==> src/rtl/apl_pkg.sv <==
// Shared constants and types for the audio port level control block
package apl_pkg;
   // Register byte offsets
   localparam logic [7:0] ADDR_CTRL = 8'h00;
   localparam logic [7:0] ADDR_LOCK = 8'h04;
   localparam logic [7:0] ADDR_XMUTE = 8'h08;
   localparam logic [7:0] ADDR_OMUTE = 8'h0c;
   localparam logic [7:0] ADDR_ROUTE = 8'h10;
   localparam logic [7:0] ADDR_PRES = 8'h14;
   localparam logic [7:0] ADDR_VOLDB = 8'h18;
   localparam logic [7:0] ADDR_VOLPCT = 8'h1c;
   localparam logic [7:0] ADDR_BAL = 8'h20;
   localparam logic [7:0] ADDR_STEPDB = 8'h24;
   localparam logic [7:0] ADDR_STEPPCT = 8'h28;
   localparam logic [7:0] ADDR_STEPBAL = 8'h2c;
   // Field positions
   localparam int CTRL_FOLLOW_BIT = 0;
   localparam int CTRL_FVO_LSB = 8;
   localparam int OUT_PORT_BIT = 4;
   localparam int OMUTE_ANALOG_BIT = 0;
   localparam int OMUTE_VSIL_LSB = 1;
   localparam int OMUTE_ROUTED_BIT = 3;
   // Volume scale: dB values in eighths of a dB, one step is three eighths
   localparam int DB_STEP_EIGHTHS = 3;
   localparam int DB_MIN_EIGHTHS = -765;
   localparam logic [7:0] ATT_MAX = 8'hff;
   localparam int PCT_MAX = 100;
   localparam int BAL_MIN = -100;
   localparam int BAL_MAX = 100;
   localparam logic [2:0] NUM_INPUTS = 3'h4;
   // Reset values
   localparam logic [1:0] FVO_RESET = 2'h1;
   localparam logic [7:0] ATT_RESET = 8'h00;
   localparam logic signed [7:0] BAL_RESET = 8'sh00;
   localparam logic [2:0] ROUTE_RESET = 3'h0;

   typedef enum logic {
      APL_POLICY_OFF = 1'b0,
      APL_POLICY_FOLLOW = 1'b1
   } apl_policy_t;

   // Settings seen by the analog and routed audio paths
   typedef struct packed {
      logic [2:0] src;
      logic [7:0] att;
      logic signed [7:0] bal;
      logic [1:0] video_silence;
      logic routed_silence;
   } apl_out_t;
endpackage

==> src/rtl/apl_ctrl.sv <==
// Audio port level control: AHB-Lite registers, routing, mute, volume, balance
// Notes on behaviour
// - Autoselect policy is either follow video crosspoint or off.
// - A followed video output number is stored and reads back.
// - Each audio input and the output carry a lock blocking routing changes.
// - Crosspoint mute on a port suspends its connection, forwarding no audio.
// - Analog output mute drives the output volume to its lowest level.
// - Output port nodes have own mutes, including video embedded audio silence.
// - A readable presence flag exists for each audio input and output.
// - Decibel attenuation settable from lower limit to 0 dB in 0.375 dB steps.
// - Off-step decibel requests round upward to the nearest valid step.
// - Volume settable in percent, zero to full, one percent steps.
// - Balance is signed from -100 to 100, step one, reset to zero.
// - Relative decibel step adds signed step to current volume.
// - Relative percent step raises or lowers volume by signed percent.
// - Relative balance step shifts balance by signed step.
// - Selecting input zero disconnects the output.
//
// Chosen here: the placing of the registers and the AHB-Lite slave port.
`timescale 1ns/1ps
`default_nettype none
module apl_ctrl (
   input wire logic clock,
   input wire logic rst_b,
   input wire logic hsel,
   input wire logic [31:0] haddr,
   input wire logic [1:0] htrans,
   input wire logic hwrite,
   input wire logic [2:0] hsize,
   input wire logic [31:0] hwdata,
   input wire logic hready,
   output logic hreadyout,
   output logic hresp,
   output logic [31:0] hrdata,
   input wire logic [8:0] video_route_src,
   input wire logic [3:0] audio_presence_flag,
   output apl_pkg::apl_out_t level_out
);
   logic dph_valid_reg;
   logic dph_write_reg;
   logic [7:0] dph_addr_reg;
   logic rd_first_reg;
   logic [31:0] hrdata_reg;
   logic ap_take;
   logic wr_now;
   logic [31:0] rd_mux;
   apl_pkg::apl_policy_t policy_reg;
   logic [1:0] fvo_reg;
   logic [4:0] lock_reg;
   logic [4:0] xmute_reg;
   logic [3:0] omute_reg;
   logic [2:0] route_reg;
   logic [2:0] route_next;
   logic [7:0] att_reg;
   logic [7:0] att_next;
   logic signed [7:0] bal_reg;
   logic signed [7:0] bal_next;
   logic [2:0] follow_src;
   logic [2:0] eff_src;
   logic out_present;
   logic [6:0] pct_now;
   logic signed [17:0] db_now;
   apl_pkg::apl_out_t out_reg;

   // Decibel value in eighths to attenuation steps, rounding toward louder
   function automatic logic [7:0] db_to_att(input logic signed [17:0] v);
      logic [17:0] mag;
      mag = 18'h0;
      if (v >= 18'sh0) begin
         db_to_att = 8'h00;
      end else if (v <= 18'(apl_pkg::DB_MIN_EIGHTHS)) begin
         db_to_att = apl_pkg::ATT_MAX;
      end else begin
         mag = 18'(-v);
         db_to_att = 8'(mag / 18'(apl_pkg::DB_STEP_EIGHTHS));
      end
   endfunction

   // Percent to attenuation steps, floor keeps the louder step
   function automatic logic [7:0] pct_to_att(input logic signed [17:0] p);
      logic [17:0] down;
      down = 18'h0;
      if (p >= 18'(apl_pkg::PCT_MAX)) begin
         pct_to_att = 8'h00;
      end else if (p <= 18'sh0) begin
         pct_to_att = apl_pkg::ATT_MAX;
      end else begin
         down = 18'((18'(apl_pkg::PCT_MAX) - p) * 18'd255);
         pct_to_att = 8'(down / 18'(apl_pkg::PCT_MAX));
      end
   endfunction

   // Clamp a balance sum to its range
   function automatic logic signed [7:0] bal_clamp(input logic signed [17:0] b);
      if (b > 18'(apl_pkg::BAL_MAX)) begin
         bal_clamp = 8'(apl_pkg::BAL_MAX);
      end else if (b < 18'(apl_pkg::BAL_MIN)) begin
         bal_clamp = 8'(apl_pkg::BAL_MIN);
      end else begin
         bal_clamp = 8'(b);
      end
   endfunction

   // Address phase capture; reads take one wait state
   assign ap_take = hsel && htrans[1] && hready;
   assign hreadyout = !rd_first_reg;
   assign hresp = 1'b0;
   assign hrdata = hrdata_reg;
   assign wr_now = dph_valid_reg && dph_write_reg;

   always_ff @(posedge clock or negedge rst_b) begin
      if (!rst_b) begin
         dph_valid_reg <= 1'b0;
         dph_write_reg <= 1'b0;
         dph_addr_reg <= 8'h00;
         rd_first_reg <= 1'b0;
      end else begin
         if (ap_take) begin
            dph_valid_reg <= 1'b1;
            dph_write_reg <= hwrite;
            dph_addr_reg <= {haddr[7:2], 2'b00};
         end else if (hreadyout) begin
            dph_valid_reg <= 1'b0;
         end
         rd_first_reg <= ap_take && !hwrite;
      end
   end

   // Read data captured in the wait cycle so a preceding write is visible
   always_ff @(posedge clock or negedge rst_b) begin
      if (!rst_b) begin
         hrdata_reg <= 32'h0000_0000;
      end else if (rd_first_reg) begin
         hrdata_reg <= rd_mux;
      end
   end

   // Current volume in both scales
   assign db_now = -18'(18'(att_reg) * 18'(apl_pkg::DB_STEP_EIGHTHS));
   assign pct_now = 7'(apl_pkg::PCT_MAX - ((32'(att_reg) * 100 + 127) / 255));

   // Read multiplexer; unmapped offsets read zero
   always_comb begin
      rd_mux = 32'h0000_0000;
      unique case (dph_addr_reg)
         apl_pkg::ADDR_CTRL: begin
            rd_mux[apl_pkg::CTRL_FOLLOW_BIT] = policy_reg;
            rd_mux[apl_pkg::CTRL_FVO_LSB +: 2] = fvo_reg;
         end
         apl_pkg::ADDR_LOCK: rd_mux[4:0] = lock_reg;
         apl_pkg::ADDR_XMUTE: rd_mux[4:0] = xmute_reg;
         apl_pkg::ADDR_OMUTE: rd_mux[3:0] = omute_reg;
         apl_pkg::ADDR_ROUTE: rd_mux[2:0] = route_reg;
         apl_pkg::ADDR_PRES: rd_mux[4:0] = {out_present, audio_presence_flag};
         apl_pkg::ADDR_VOLDB: rd_mux = 32'(db_now);
         apl_pkg::ADDR_VOLPCT: rd_mux[6:0] = pct_now;
         apl_pkg::ADDR_BAL: rd_mux = 32'(bal_reg);
         default: rd_mux = 32'h0000_0000;
      endcase
   end

   // Policy, followed output, locks and mutes
   always_ff @(posedge clock or negedge rst_b) begin
      if (!rst_b) begin
         policy_reg <= apl_pkg::APL_POLICY_OFF;
         fvo_reg <= apl_pkg::FVO_RESET;
         lock_reg <= 5'h00;
         xmute_reg <= 5'h00;
         omute_reg <= 4'h0;
      end else if (wr_now) begin
         if (dph_addr_reg == apl_pkg::ADDR_CTRL) begin
            policy_reg <= apl_pkg::apl_policy_t'(hwdata[apl_pkg::CTRL_FOLLOW_BIT]);
            fvo_reg <= hwdata[apl_pkg::CTRL_FVO_LSB +: 2];
         end
         if (dph_addr_reg == apl_pkg::ADDR_LOCK) begin
            lock_reg <= hwdata[4:0];
         end
         if (dph_addr_reg == apl_pkg::ADDR_XMUTE) begin
            xmute_reg <= hwdata[4:0];
         end
         if (dph_addr_reg == apl_pkg::ADDR_OMUTE) begin
            omute_reg <= hwdata[3:0];
         end
      end
   end

   // Source that the followed video output currently shows
   always_comb begin
      unique case (fvo_reg)
         2'h2: follow_src = video_route_src[5:3];
         2'h3: follow_src = video_route_src[8:6];
         default: follow_src = video_route_src[2:0];
      endcase
   end

   // Route selection: locks freeze it, follow overrides software writes
   always_comb begin
      route_next = route_reg;
      if (policy_reg == apl_pkg::APL_POLICY_FOLLOW) begin
         route_next = follow_src;
      end else if (wr_now && dph_addr_reg == apl_pkg::ADDR_ROUTE) begin
         route_next = hwdata[2:0];
      end
      if (route_next > apl_pkg::NUM_INPUTS) begin
         route_next = route_reg;
      end
      if (lock_reg[apl_pkg::OUT_PORT_BIT]) begin
         route_next = route_reg;
      end
      if (route_reg != 3'h0 && lock_reg[2'(route_reg - 3'h1)]) begin
         route_next = route_reg;
      end
      if (route_next != 3'h0 && lock_reg[2'(route_next - 3'h1)]) begin
         route_next = route_reg;
      end
   end

   always_ff @(posedge clock or negedge rst_b) begin
      if (!rst_b) begin
         route_reg <= apl_pkg::ROUTE_RESET;
      end else begin
         route_reg <= route_next;
      end
   end

   // Volume: absolute and relative, in decibels or percent
   always_comb begin
      att_next = att_reg;
      if (wr_now) begin
         unique case (dph_addr_reg)
            apl_pkg::ADDR_VOLDB: att_next = db_to_att(18'(signed'(hwdata[15:0])));
            apl_pkg::ADDR_VOLPCT: att_next = pct_to_att(18'(signed'(hwdata[15:0])));
            apl_pkg::ADDR_STEPDB: att_next = db_to_att(db_now + 18'(signed'(hwdata[15:0])));
            apl_pkg::ADDR_STEPPCT: att_next = pct_to_att(18'(pct_now) + 18'(signed'(hwdata[15:0])));
            default: att_next = att_reg;
         endcase
      end
   end

   // Balance: absolute and relative, both clamped
   always_comb begin
      bal_next = bal_reg;
      if (wr_now && dph_addr_reg == apl_pkg::ADDR_BAL) begin
         bal_next = bal_clamp(18'(signed'(hwdata[15:0])));
      end else if (wr_now && dph_addr_reg == apl_pkg::ADDR_STEPBAL) begin
         bal_next = bal_clamp(18'(bal_reg) + 18'(signed'(hwdata[15:0])));
      end
   end

   always_ff @(posedge clock or negedge rst_b) begin
      if (!rst_b) begin
         att_reg <= apl_pkg::ATT_RESET;
         bal_reg <= apl_pkg::BAL_RESET;
      end else begin
         att_reg <= att_next;
         bal_reg <= bal_next;
      end
   end

   // Effective source: zero or a muted port leaves the output silent
   always_comb begin
      eff_src = route_reg;
      if (route_reg == 3'h0) begin
         eff_src = 3'h0;
      end else if (xmute_reg[2'(route_reg - 3'h1)] || xmute_reg[apl_pkg::OUT_PORT_BIT]) begin
         eff_src = 3'h0;
      end
   end

   assign out_present = (eff_src != 3'h0) && audio_presence_flag[2'(eff_src - 3'h1)];

   // Registered settings toward the audio paths
   always_ff @(posedge clock or negedge rst_b) begin
      if (!rst_b) begin
         out_reg <= '0;
      end else begin
         out_reg.src <= eff_src;
         out_reg.att <= omute_reg[apl_pkg::OMUTE_ANALOG_BIT] ? apl_pkg::ATT_MAX : att_reg;
         out_reg.bal <= bal_reg;
         out_reg.video_silence <= omute_reg[apl_pkg::OMUTE_VSIL_LSB +: 2];
         out_reg.routed_silence <= omute_reg[apl_pkg::OMUTE_ROUTED_BIT];
      end
   end

   assign level_out = out_reg;

   // Checks on the guarded behaviour
   mute_low_a: assert property (@(posedge clock) disable iff (!rst_b)
      omute_reg[0] |=> level_out.att == 8'hff)
      else $error("Analog mute did not force lowest level");
   xp_mute_a: assert property (@(posedge clock) disable iff (!rst_b)
      xmute_reg[4] |=> level_out.src == 3'h0)
      else $error("Muted output still forwards a source");
   route_zero_a: assert property (@(posedge clock) disable iff (!rst_b)
      route_reg == 3'h0 |=> level_out.src == 3'h0)
      else $error("Input zero did not disconnect output");
   bal_range_a: assert property (@(posedge clock) disable iff (!rst_b)
      bal_reg >= -8'sd100 && bal_reg <= 8'sd100)
      else $error("Balance left its range");
   lock_hold_a: assert property (@(posedge clock) disable iff (!rst_b)
      lock_reg[4] |=> $stable(route_reg))
      else $error("Locked output changed its route");
   follow_track_a: assert property (@(posedge clock) disable iff (!rst_b)
      policy_reg && lock_reg == 5'h00 && follow_src <= 3'h4 |=> route_reg == $past(follow_src))
      else $error("Follow policy did not track video");
   db_round_a: assert property (@(posedge clock) disable iff (!rst_b)
      wr_now && dph_addr_reg == 8'h18 && hwdata[15] && hwdata[15:0] >= 16'hfffe
      |=> att_reg == 8'h00)
      else $error("Decibel request not rounded upward");
   db_sat_a: assert property (@(posedge clock) disable iff (!rst_b)
      wr_now && dph_addr_reg == 8'h24 && att_reg == 8'hff && hwdata[15] |=> att_reg == 8'hff)
      else $error("Decibel step wrapped past the limit");
   bal_step_a: assert property (@(posedge clock) disable iff (!rst_b)
      wr_now && dph_addr_reg == 8'h2c && hwdata[15:0] == 16'h0005 && bal_reg <= 8'sd95
      |=> bal_reg == $past(bal_reg) + 8'sd5)
      else $error("Balance step not applied");
   pres_read_a: assert property (@(posedge clock) disable iff (!rst_b)
      rd_first_reg && dph_addr_reg == 8'h14 |=> hrdata[3:0] == $past(audio_presence_flag))
      else $error("Presence flags misread");
   read_wait_a: assert property (@(posedge clock) disable iff (!rst_b)
      ap_take && !hwrite |=> !hreadyout ##1 hreadyout)
      else $error("Read wait state not exactly one cycle");
   // Writes never stall, locks and the off policy keep the route still
   write_ready_a: assert property (@(posedge clock) disable iff (!rst_b)
      ap_take && hwrite |=> hreadyout)
      else $error("Write data phase was stalled");
   in_lock_a: assert property (@(posedge clock) disable iff (!rst_b)
      route_reg != 3'h0 && lock_reg[2'(route_reg - 3'h1)] |=> $stable(route_reg))
      else $error("Locked input lost its route");
   follow_off_a: assert property (@(posedge clock) disable iff (!rst_b)
      !policy_reg && !(wr_now && dph_addr_reg == apl_pkg::ADDR_ROUTE) |=> $stable(route_reg))
      else $error("Route moved with autoselect off");
   node_mute_a: assert property (@(posedge clock) disable iff (!rst_b)
      1'b1 |=> level_out.video_silence == $past(omute_reg[2:1])
         && level_out.routed_silence == $past(omute_reg[3]))
      else $error("Port node mutes not passed to the outputs");

   follow_cov_c: cover property (@(posedge clock) disable iff (!rst_b)
      policy_reg && $changed(route_reg));
   step_db_c: cover property (@(posedge clock) disable iff (!rst_b)
      wr_now && dph_addr_reg == 8'h24 ##1 $changed(att_reg));
   mute_cov_c: cover property (@(posedge clock) disable iff (!rst_b)
      $rose(omute_reg[0]));
   bal_cov_c: cover property (@(posedge clock) disable iff (!rst_b)
      bal_reg == 8'sd100);
endmodule
`default_nettype wire

==> config.mk <==
export PLATFORM = sky130hd
export DESIGN_NAME = apl_ctrl
export DESIGN_NICKNAME = d
export VERILOG_FILES = /design/src/rtl/apl_pkg.sv /design/src/rtl/apl_ctrl.sv
export SDC_FILE = /design/constraint.sdc
export NUM_CORES = 1
export LEC_CHECK = 0
export ABC_AREA = 1
export BUFFER_PORTS_ARGS = -buffer_cell sky130_fd_sc_hd__buf_2
export CAP_MARGIN = 15
export CELL_PAD_IN_SITES_DETAIL_PLACEMENT = 1
export CELL_PAD_IN_SITES_GLOBAL_PLACEMENT = 1
export CORE_ASPECT_RATIO = 1.5
export CORE_MARGIN = 2
export CORE_UTILIZATION = 49
export CTS_CLUSTER_DIAMETER = 80
export DETAILED_ROUTE_END_ITERATION = 7
export PLACE_DENSITY = 0.89
export SYNTH_ARGS = -nofsm -noshare
export SYNTH_HDL_FRONTEND = slang
export SYNTH_SLANG_ARGS = --single-unit
==> constraint.sdc <==
create_clock -name clock -period 50.1 [get_ports clock]
set_input_delay 10.02 -clock clock [delete_from_list [all_inputs] [get_ports clock]]
set_output_delay 10.02 -clock clock [all_outputs]
set_load 0.01 [all_outputs]
# After elaboration in Yosys (flattened, before gate mapping)
# Index checks and enable logic that the tools add are counted.
# W data, S select, Z words.
# word_totals
regBits	99
latchBits	0
ramBits	0
romBits	0
inputBits	87
wordCells	137
memories	0
# classes
addsub	13
n_mul	4
div	5
order_cmp	16
n_eq_ne	14
shifts	0
mux	42
n_bitwise	0
n_reduce_logical	25
# op_table
cell	n
$mux W8	15
$pmux W22 S2	1
$div A18 B2 Y18 const B	2
$div A18 B7 Y18 const B	2
$mul A18 B8 Y18 const B	2
$add A8 B16 Y17	2
$div A32 B8 Y32 const B	1
$pmux W8 S4	1
$eq A6 B3 Y1 const B	4
$eq A6 B4 Y1 const B	4
$mux W3	7
$add A18 B16 Y18	1
$ge A18 B1 Y1 const B	1
$le A18 B11 Y1 const B	1
$neg A10 Y18	1
$neg A16 Y18	1
$neg A18 Y18	1
$sub A8 B17 Y18 const A	1
$ge A17 B8 Y1 const B	1
$gt A17 B8 Y1 const B	1
$le A17 B1 Y1 const B	1
$lt A17 B8 Y1 const B	1
$sub A8 B16 Y17 const A	1
$add A15 B7 Y16 const B	1
35 further kinds	65

# Logic depth before layout (Yosys ltp)
# Gate-level depths: netlist (run 1).
# logic_depth
word_depth	12
depth_mapped	182
depth_no_buf	182

# Least setup slack after synthesis (run 1)
# OpenSTA, ideal clock, no wires.
# synth_timing
kind	input to register
from	in hwdata[0]
to	reg att_reg[0]
setup_ns	0.113
arrival_ns	20.371
slack_ns	29.616
path_stages	93
cell_sequence	ha_1 inv_1 fa_1 or2_1 nand2_1 inv_1 ha_1 nor2_1 inv_1 nand2_1 nand3_1 nand2_1 inv_1 nor2_1 inv_1 nand2_1 xor2_1 fa_1 [57 not listed] nand2_4 nor2_4 nand2_4 nand2_4 nand2_1 nand2_1 nor2_4 nand2_2 nand2_1 nand2_1 nand2_1 inv_1 nand3_2 nand2_1 nand2_1 nand3_1 nand2_1 inv_1
# synth_between
elab_chain_cells	7
# synth_lines
item	line_no	text
start: declaration	apl_ctrl.sv:30	input wire logic [31:0] hwdata,
$add A8 B16 Y17	apl_ctrl.sv:234	apl_pkg::ADDR_STEPPCT: att_next = pct_to_att(18'(pct_now) + 18'(signed'(hwdata[15:0])));
$sub A8 B17 Y18	apl_ctrl.sv:88	down = 18'((18'(apl_pkg::PCT_MAX) - p) * 18'd255);
$mul A18 B8 Y18	apl_ctrl.sv:88	
$div A18 B7 Y18	apl_ctrl.sv:89	pct_to_att = 8'(down / 18'(apl_pkg::PCT_MAX));
$mux W8	apl_ctrl.sv:85	end else if (p <= 18'sh0) begin
$mux W8	apl_ctrl.sv:83	if (p >= 18'(apl_pkg::PCT_MAX)) begin
$pmux W8 S4 (*)	apl_ctrl.sv:230	unique case (dph_addr_reg)
end signal: assignment	apl_ctrl.sv:252	att_reg <= apl_pkg::ATT_RESET;
end signal: assignment	apl_ctrl.sv:255	att_reg <= att_next;
end: declaration	apl_ctrl.sv:54	logic [7:0] att_reg;
# Every way passes the cells marked *; elsewhere a longest branch is shown, timed or not.
# A chain may end at the register's enable or synchronous reset.

# Worst setup path in the final report (run 1)
# layout_timing
from	reg att_reg[2]
to	reg att_reg[0]
# layout_between
elab_chain_cells	11
# layout_lines
item	line_no	text
$mul A8 B5 Y13	apl_ctrl.sv:140	assign pct_now = 7'(apl_pkg::PCT_MAX - ((32'(att_reg) * 100 + 127) / 255));
$add A15 B7 Y16	apl_ctrl.sv:140	
$div A32 B8 Y32	apl_ctrl.sv:140	
$sub A7 B7 Y7	apl_ctrl.sv:140	
$add A8 B16 Y17	apl_ctrl.sv:234	
$sub A8 B17 Y18	apl_ctrl.sv:88	
$mul A18 B8 Y18	apl_ctrl.sv:88	
$div A18 B7 Y18	apl_ctrl.sv:89	
$mux W8	apl_ctrl.sv:85	
$mux W8	apl_ctrl.sv:83	
$pmux W8 S4 (*)	apl_ctrl.sv:230	
# Marks and branches as above.

==> results of run 1 <==
layout make-up:
type | count | share of cell area, %
Inverter | 658 | 11.4
Multi-Input combinational cell | 2493 | 72.2
Clock buffer | 9 | 1.01
Clock inverter | 7 | 0.298
Timing Repair Buffer | 97 | 2.30
Sequential cell | 85 | 9.55
Tap cell | 570 | 3.20
worst paths after layout:
| path | start | end | slack (ns) |
|---|---|---|---|
| worst max-delay path | att_reg[2] | att_reg[0] | 26.41 |
| worst min-delay path | omute_reg[3] | level_out[0] | 0.45 |
| min in group asynchronous | rst_b | omute_reg[3] | 9.59 |
| worst max register to register | att_reg[2] | att_reg[0] | 26.41 |
| max in group asynchronous | rst_b | fvo_reg[0] | 39.83 |
| worst min register to register | omute_reg[3] | level_out[0] | 0.45 |
kinds of logic after synthesis:
logic type                 after synthesis
and+or+nand+nor                       1615
buffers and inverters                  690
AOI/OAI and AO/OA                      421
adders and majority gates              280
xor gates and xnor gates               174
DFF                                     85
muxes                                    2
other                                    1
per-stage QoR:
stage | setup slack [ns] | instance area [µm²] | util [%]
3_5_place_dp | 26.45 | 22000 | 51.4
5_1_grt | 23.94 | 22300 | 52.2
2_1_floorplan | 29.62 | 21000 | -
4_1_cts | 26.38 | 22300 | 52.1
3_3_place_gp | 27.41 | 22000 | 51.4
6_report | 26.41 | 22300 | 52.2
routing by layer:
metal,global-route usage [%],part of all wire [%],vias up
met2,61.8,55,426
met3,2.77,2.8,234
met4,16.7,5.4,0
li1,-,-,10452
met5,0,0,-
met1,31.2,37,10602
Yosys cell counts, drive strengths merged (2+ instances only):
cell / number
nand2: 914
inv: 646
nor2: 291
nand3: 264
o21ai: 191
ha: 170
xor2: 148
a21oi: 133
fa: 109
dfrtp: 84
nand4: 73
nor3: 34
xnor2: 26
buf: 24
o21bai: 23
a21o: 14
or2: 13
o211ai: 11
a31oi: 9
and2: 7
clkbuf: 7
clkinv: 7
nand3b: 7
nor4: 7
o22ai: 6
a221oi: 5
bufinv: 5
o31ai: 5
a211oi: 4
o311ai: 4
a22oi: 3
a21boi: 2
a41oi: 2
mux2: 2
o21a: 2
o32ai: 2
o41ai: 2
or3: 2
worst max-delay path, delay by kind of cell, from the launching register on:
family | cells | cell delay, ns
AO/OA/AOI/OAI | 6 | 1.27
XOR/XNOR | 5 | 1.40
adder cells (fa/ha/maj) | 13 | 4.86
buffers and inverters | 23 | 2.29
flip-flops | 1 | 0.54
AND/OR/NAND/NOR | 111 | 13.12
placed cells by master (no fill, tap or decap), drive strengths merged, types with 5 or more instances in the layout:
cell type,instances
clkinv,8
fa,109
nand3b,7
and2,7
clkbuf,9
o22ai,6
nand2,914
a21o,14
nor2,291
nand3,264
xnor2,26
o21ai,191
xor2,148
a221oi,5
nor3,34
inv,650
ha,170
nand4,73
o211ai,11
o21bai,23
or2,13
dfrtp,84
buf,97
bufinv,5
a21oi,133
nor4,7
o31ai,5
a31oi,9
==> flow_summary.yaml, run 1 <==
detailed_routing:
  wire_per_inst_um: 17.6
  via_per_inst: 5.54
  drc_errors: 0
  vias: 21714
  first_pass_iters: 7
  routed_wl_mm: 69.0
  drt_iter0_drc: 739
  ant_nets: 0
logic_synthesis:
  yosysTopAreaCellShare_pct: 13.8
  yosysUniqueCellTypes: 74
  synth-simple-area-share_pct: 36.9
  synth_compound_area_share_pct: 11.4
  synth_ff_type: "dfrtp_1"
  synth_top_area_cell: "nand2_1"
  ys_seq_area_share_pct: 10.1
  synth_mux_area_share_pct: 0.107
  netlist_area_um2: 21000
  synth_edf_count: 0
  synthAdderAreaFrac_pct: 20.5
  synth-async-reset-ratio_pct: 100
  synth_top_family_by_area: "simple AND/OR/NAND/NOR gates"
  synth_area_leaders: "nand2_1, inv_1, fa_1"
  synth-seq-cells: 85
  yosys_warnings: 0
  synth_nets: 3634
  avgSynthCellArea_um2: 6.44
  synth_xor_area_share_pct: 7.55
  netlist_instances: 3268
cts:
  cts_max_path_buffers: 2
  cts.clk_slew.worst_paths_ns: 0.07
  cts_root_buf: "clkbuf_16"
  htree_levels: 3
  cts_made_buffers: 9
  cts_resized: 0
  cts_tree: "done"
  postCtsSetupRepairBufs: 0
  cts.sinks: 85
  postCtsHoldBufs: 0
  clkLatencyLatePin_ns: 0.36
flow_run:
  drv_cap: 0
setup_path:
  crit_fanout: 15
  crit_path_max_incr_delay_ns: 0.56
  path_class: "flop to flop"
  worst_ep_arrival_time_ns: 23.95
  crit_required_ns: 50.36
  cpMaxStageDelayCell: "fa_1"
  critPathLaunchType: "flop"
  endpoint_kind: "flop"
  reg2regPathDepth: 158
  cpMostUsedCell: "nand2_1"
hold_path:
  hold_depth: 0
  hold_path_class: "flop to flop"
sta:
  setup_violations: 0
  drv_slew: 0
  fin_crit_sh_pct: 47.3
  tns_ns: 0
  worst_pin_slew_ns: 1.10
  fin_hold_ws_ns: 0.449
  hold_viol: 0
  slew_headroom_pct: 26.3
  finalClockSkew_ns: 0.0116
  rsz0062_at_grt: "no"
  fmax_ghz: 0.0422
  period_needed_ns: 23.69
layout:
  fin_cells: 3919
  syn_to_final_growth_pct: 5.93
  antenna_cells: 0
  multi_input_area_um2: 16100
  largest_reg_flops: 22
  drive_gt1_share_pct: 12.2
  final.fill_count: 5984
  nets: 3710
  seqCellArea_um2: 2130
place:
  dp.final_hpwl_mm: 58.9
  gp_congestion: 0.956
  portBuffers: 95
  place_inst: 3902
floorplan:
  initial_core_util_pct: 49.3
  die_height_um: 258
  coreArea_um2: 42700
  io_pins: 143
  die_w_um: 173
  dieArea_um2: 44700
  core.rowCount: 93
global_routing:
  grt_pass1_wl_mm: 115
  grt_pass1_vias: 24310
  grt_overflow: 0
  gr-usage-all-layers_pct: 30.9
  antenna_found_initial: 0
  grt_max_degree: 86
run_status:
  outcome: "completed"
Power of run 1 is left out: the tool's default activity adds up to more than one toggle a clock period on the data nets, which glitch-free logic cannot reach.
==> run 2, diff against run 1 <==
--- a/config.mk
+++ b/config.mk
@@ -5,17 +5,17 @@
 export SDC_FILE = /design/constraint.sdc
 export NUM_CORES = 1
 export LEC_CHECK = 0
-export ABC_AREA = 1
+export ABC_AREA = 0
 export BUFFER_PORTS_ARGS = -buffer_cell sky130_fd_sc_hd__buf_2
 export CAP_MARGIN = 15
 export CELL_PAD_IN_SITES_DETAIL_PLACEMENT = 1
 export CELL_PAD_IN_SITES_GLOBAL_PLACEMENT = 1
 export CORE_ASPECT_RATIO = 1.5
 export CORE_MARGIN = 2
-export CORE_UTILIZATION = 49
+export CORE_UTILIZATION = 48
 export CTS_CLUSTER_DIAMETER = 80
 export DETAILED_ROUTE_END_ITERATION = 7
-export PLACE_DENSITY = 0.89
+export PLACE_DENSITY = 0.84
 export SYNTH_ARGS = -nofsm -noshare
 export SYNTH_HDL_FRONTEND = slang
 export SYNTH_SLANG_ARGS = --single-unit
==> constraint.sdc (replaced) <==
create_clock -name clock -period 22.6 [get_ports clock]
set_input_delay 4.52 -clock clock [delete_from_list [all_inputs] [get_ports clock]]
set_output_delay 4.52 -clock clock [all_outputs]
set_load 0.01 [all_outputs]
==> flow_summary.yaml, run 2 <==
layout:
  fin_cells: 3980
  layout_common_cells: "buf_4, inv_1, nor2_1"
  drive_gt1_share_pct: 23.4
  nets: 3736
  final_common_cell: "buf_4"
  final.fill_count: 5746
  largest_reg_flops: 22
  syn_to_final_growth_pct: 22.5
  final_util_pct: 59.2
global_routing:
  grt_max_degree: 84
  grt_pass1_wl_mm: 151
  gr-usage-all-layers_pct: 37.7
  grt_overflow: 0
  grt_pass1_vias: 28922
  antenna_found_initial: 18
logic_synthesis:
  yosysTopAreaCellShare_pct: 9.54
  synth_top_area_cell: "fa_1"
  synth-async-reset-ratio_pct: 100
  synth_commonest_cells: "inv_1, nor2_1, nand2_1"
  synth.most_common_cell: "inv_1"
  avgSynthCellArea_um2: 7.54
  ys_seq_area_share_pct: 9.30
  netlist_area_um2: 22900
  synth_area_leaders: "fa_1, ha_1, dfrtp_1"
  netlist_instances: 3035
  synth-seq-cells: 85
  yosysUniqueCellTypes: 125
  synth_ff_type: "dfrtp_1"
  synth_edf_count: 0
  yosys_warnings: 0
  synth_nets: 3401
sta:
  slew_headroom_pct: -24.1
  fmax_ghz: 0.0376
  fin_crit_sh_pct: 118
  hold_viol: 0
  worst_pin_slew_ns: 1.85
  period_needed_ns: 26.58
  rsz0062_at_grt: "yes"
  setup_violations: 8
  setup_ws_ns: -3.98
  finalClockSkew_ns: 0.0239
  drv_slew: 6
detailed_routing:
  wire_per_inst_um: 30.4
  vias: 28794
  drc_errors: 6
  ant_nets: 0
  drt_iter0_drc: 2891
  routed_wl_mm: 121
  via_per_inst: 7.23
  first_pass_iters: 8
cts:
  cts_root_buf: "clkbuf_16"
  cts.clk_slew.worst_paths_ns: 0.09
  cts.sinks: 85
  htree_levels: 3
  cts_made_buffers: 9
  clkLatencyLatePin_ns: 0.37
  cts_max_path_buffers: 2
  cts_tree: "done"
floorplan:
  dieArea_um2: 49500
  initial_core_util_pct: 48.3
  die_w_um: 182
  die_height_um: 271
  coreArea_um2: 47300
  core.rowCount: 98
  io_pins: 143
flow_run:
  drv_cap: 2
setup_path:
  critPathLaunchType: "flop"
  crit_fanout: 11
  path_class: "flop to flop"
  crit_path_max_incr_delay_ns: 1.19
  endpoint_kind: "flop"
  cpMostUsedCell: "buf_4"
  worst_ep_arrival_time_ns: 26.87
  crit_required_ns: 22.89
  cpMaxStageDelayCell: "xnor2_1"
hold_path:
  hold_path_class: "flop to flop"
place:
  portBuffers: 95
  gp_congestion: 1.03
  dp.final_hpwl_mm: 74.3
  place_inst: 3903
run_status:
  outcome: "finished with violations"
  violations: "DRC, capacitance limit, slew limit, setup timing"
run 2: cell count changes in the layout (fill, tap and decap cells not counted), sizes merged, moves of 67 or more:
cell,before,now
nand2,914,240
inv,650,286
a21oi,133,207
nor3,34,111
buf,97,429
xnor2,26,199
nand3,264,74
xor2,148,81
run 2: worst paths after layout:
| kind | slack (ns) | cells after the start | from | endpoint |
|---|---|---|---|---|
| max in group asynchronous | 17.79 | 3 | rst_b | att_reg[1] |
| setup reg to reg | -3.98 | 103 | att_reg[3] | att_reg[0] |
| min in group asynchronous | 3.91 | 1 | rst_b | level_out[5] |
| hold reg to reg | 0.43 | 0 | omute_reg[3] | level_out[0] |
| hold / removal | 0.43 | 0 | omute_reg[3] | level_out[0] |
| setup / recovery | -3.98 | 103 | att_reg[3] | att_reg[0] |
run 2: per-stage QoR:
step / TNS (ns) / instance area, µm² / hold WS, ns / setup slack, ns
after CTS: 0 / 26700 / 0.411 / 0.0202
final: -19.73 / 28000 / 0.427 / -3.98
after floorplan: 0 / 23000 / 0.370 / 0.0309
after global placement: -0.457 / 25800 / 0.401 / -0.264
after detailed placement: -3.96 / 25800 / 0.408 / -1.35
after global routing: -25.65 / 28000 / 0.429 / -4.76
run 2: layout make-up:
| type | instances | area (µm²) | area share [%] |
|---|---|---|---|
| diodes | 5 | 12.5 | 0.0446 |
| clock buffers | 9 | 225 | 0.803 |
| clock inverters | 7 | 73.8 | 0.263 |
| inverters | 281 | 1060 | 3.77 |
| multi-input cells | 2563 | 20700 | 74.0 |
| flip-flops and latches | 85 | 2130 | 7.60 |
| well taps | 600 | 751 | 2.68 |
| repair buffers | 430 | 3040 | 10.8 |
run 2: what timing repair did:
item / in CTS / in global routing
hold buffers: 0 / 0
resized for setup: 94 / 187
buffers inserted: 19 / 36
pin swaps: 38 / 74
setup endpoints to repair: 5 / 6
run 2: kinds of logic (layout without fill, tap and decap cells):
logic type | count (synthesis) | in the layout | synth area share (%)
simple gates | 966 | 966 | 20.5
compound gates | 960 | 960 | 29.7
buf+inv | 387 | 727 | 6.87
fa+ha+maj | 282 | 282 | 19.0
xor+xnor | 282 | 282 | 11.1
flops | 85 | 85 | 9.30
mux | 72 | 72 | 3.59
other cells | 1 | 6 | 0.0164
run 2: metal layers:
layer / GRT usage (%) / routed length, µm / up-vias
met3: 5.90 / 14000 / 1092
met1: 36.5 / 36800 / 13930
met4: 29.2 / 13900 / 24
li1: - / - / 11743
met2: 70.8 / 56100 / 2005
met5: 0 / 222 / -
run 2: worst max-delay path, delay by kind of cell (launching register included):
kind,cells,cell delay [ns]
DFF,1,0.75
AOI/OAI and AO/OA,32,8.29
buffers and inverters,22,3.50
xor gates and xnor gates,6,2.30
adders and majority gates,12,5.36
and+or+nand+nor,31,6.21
Power of run 2 is left out for the same reason.
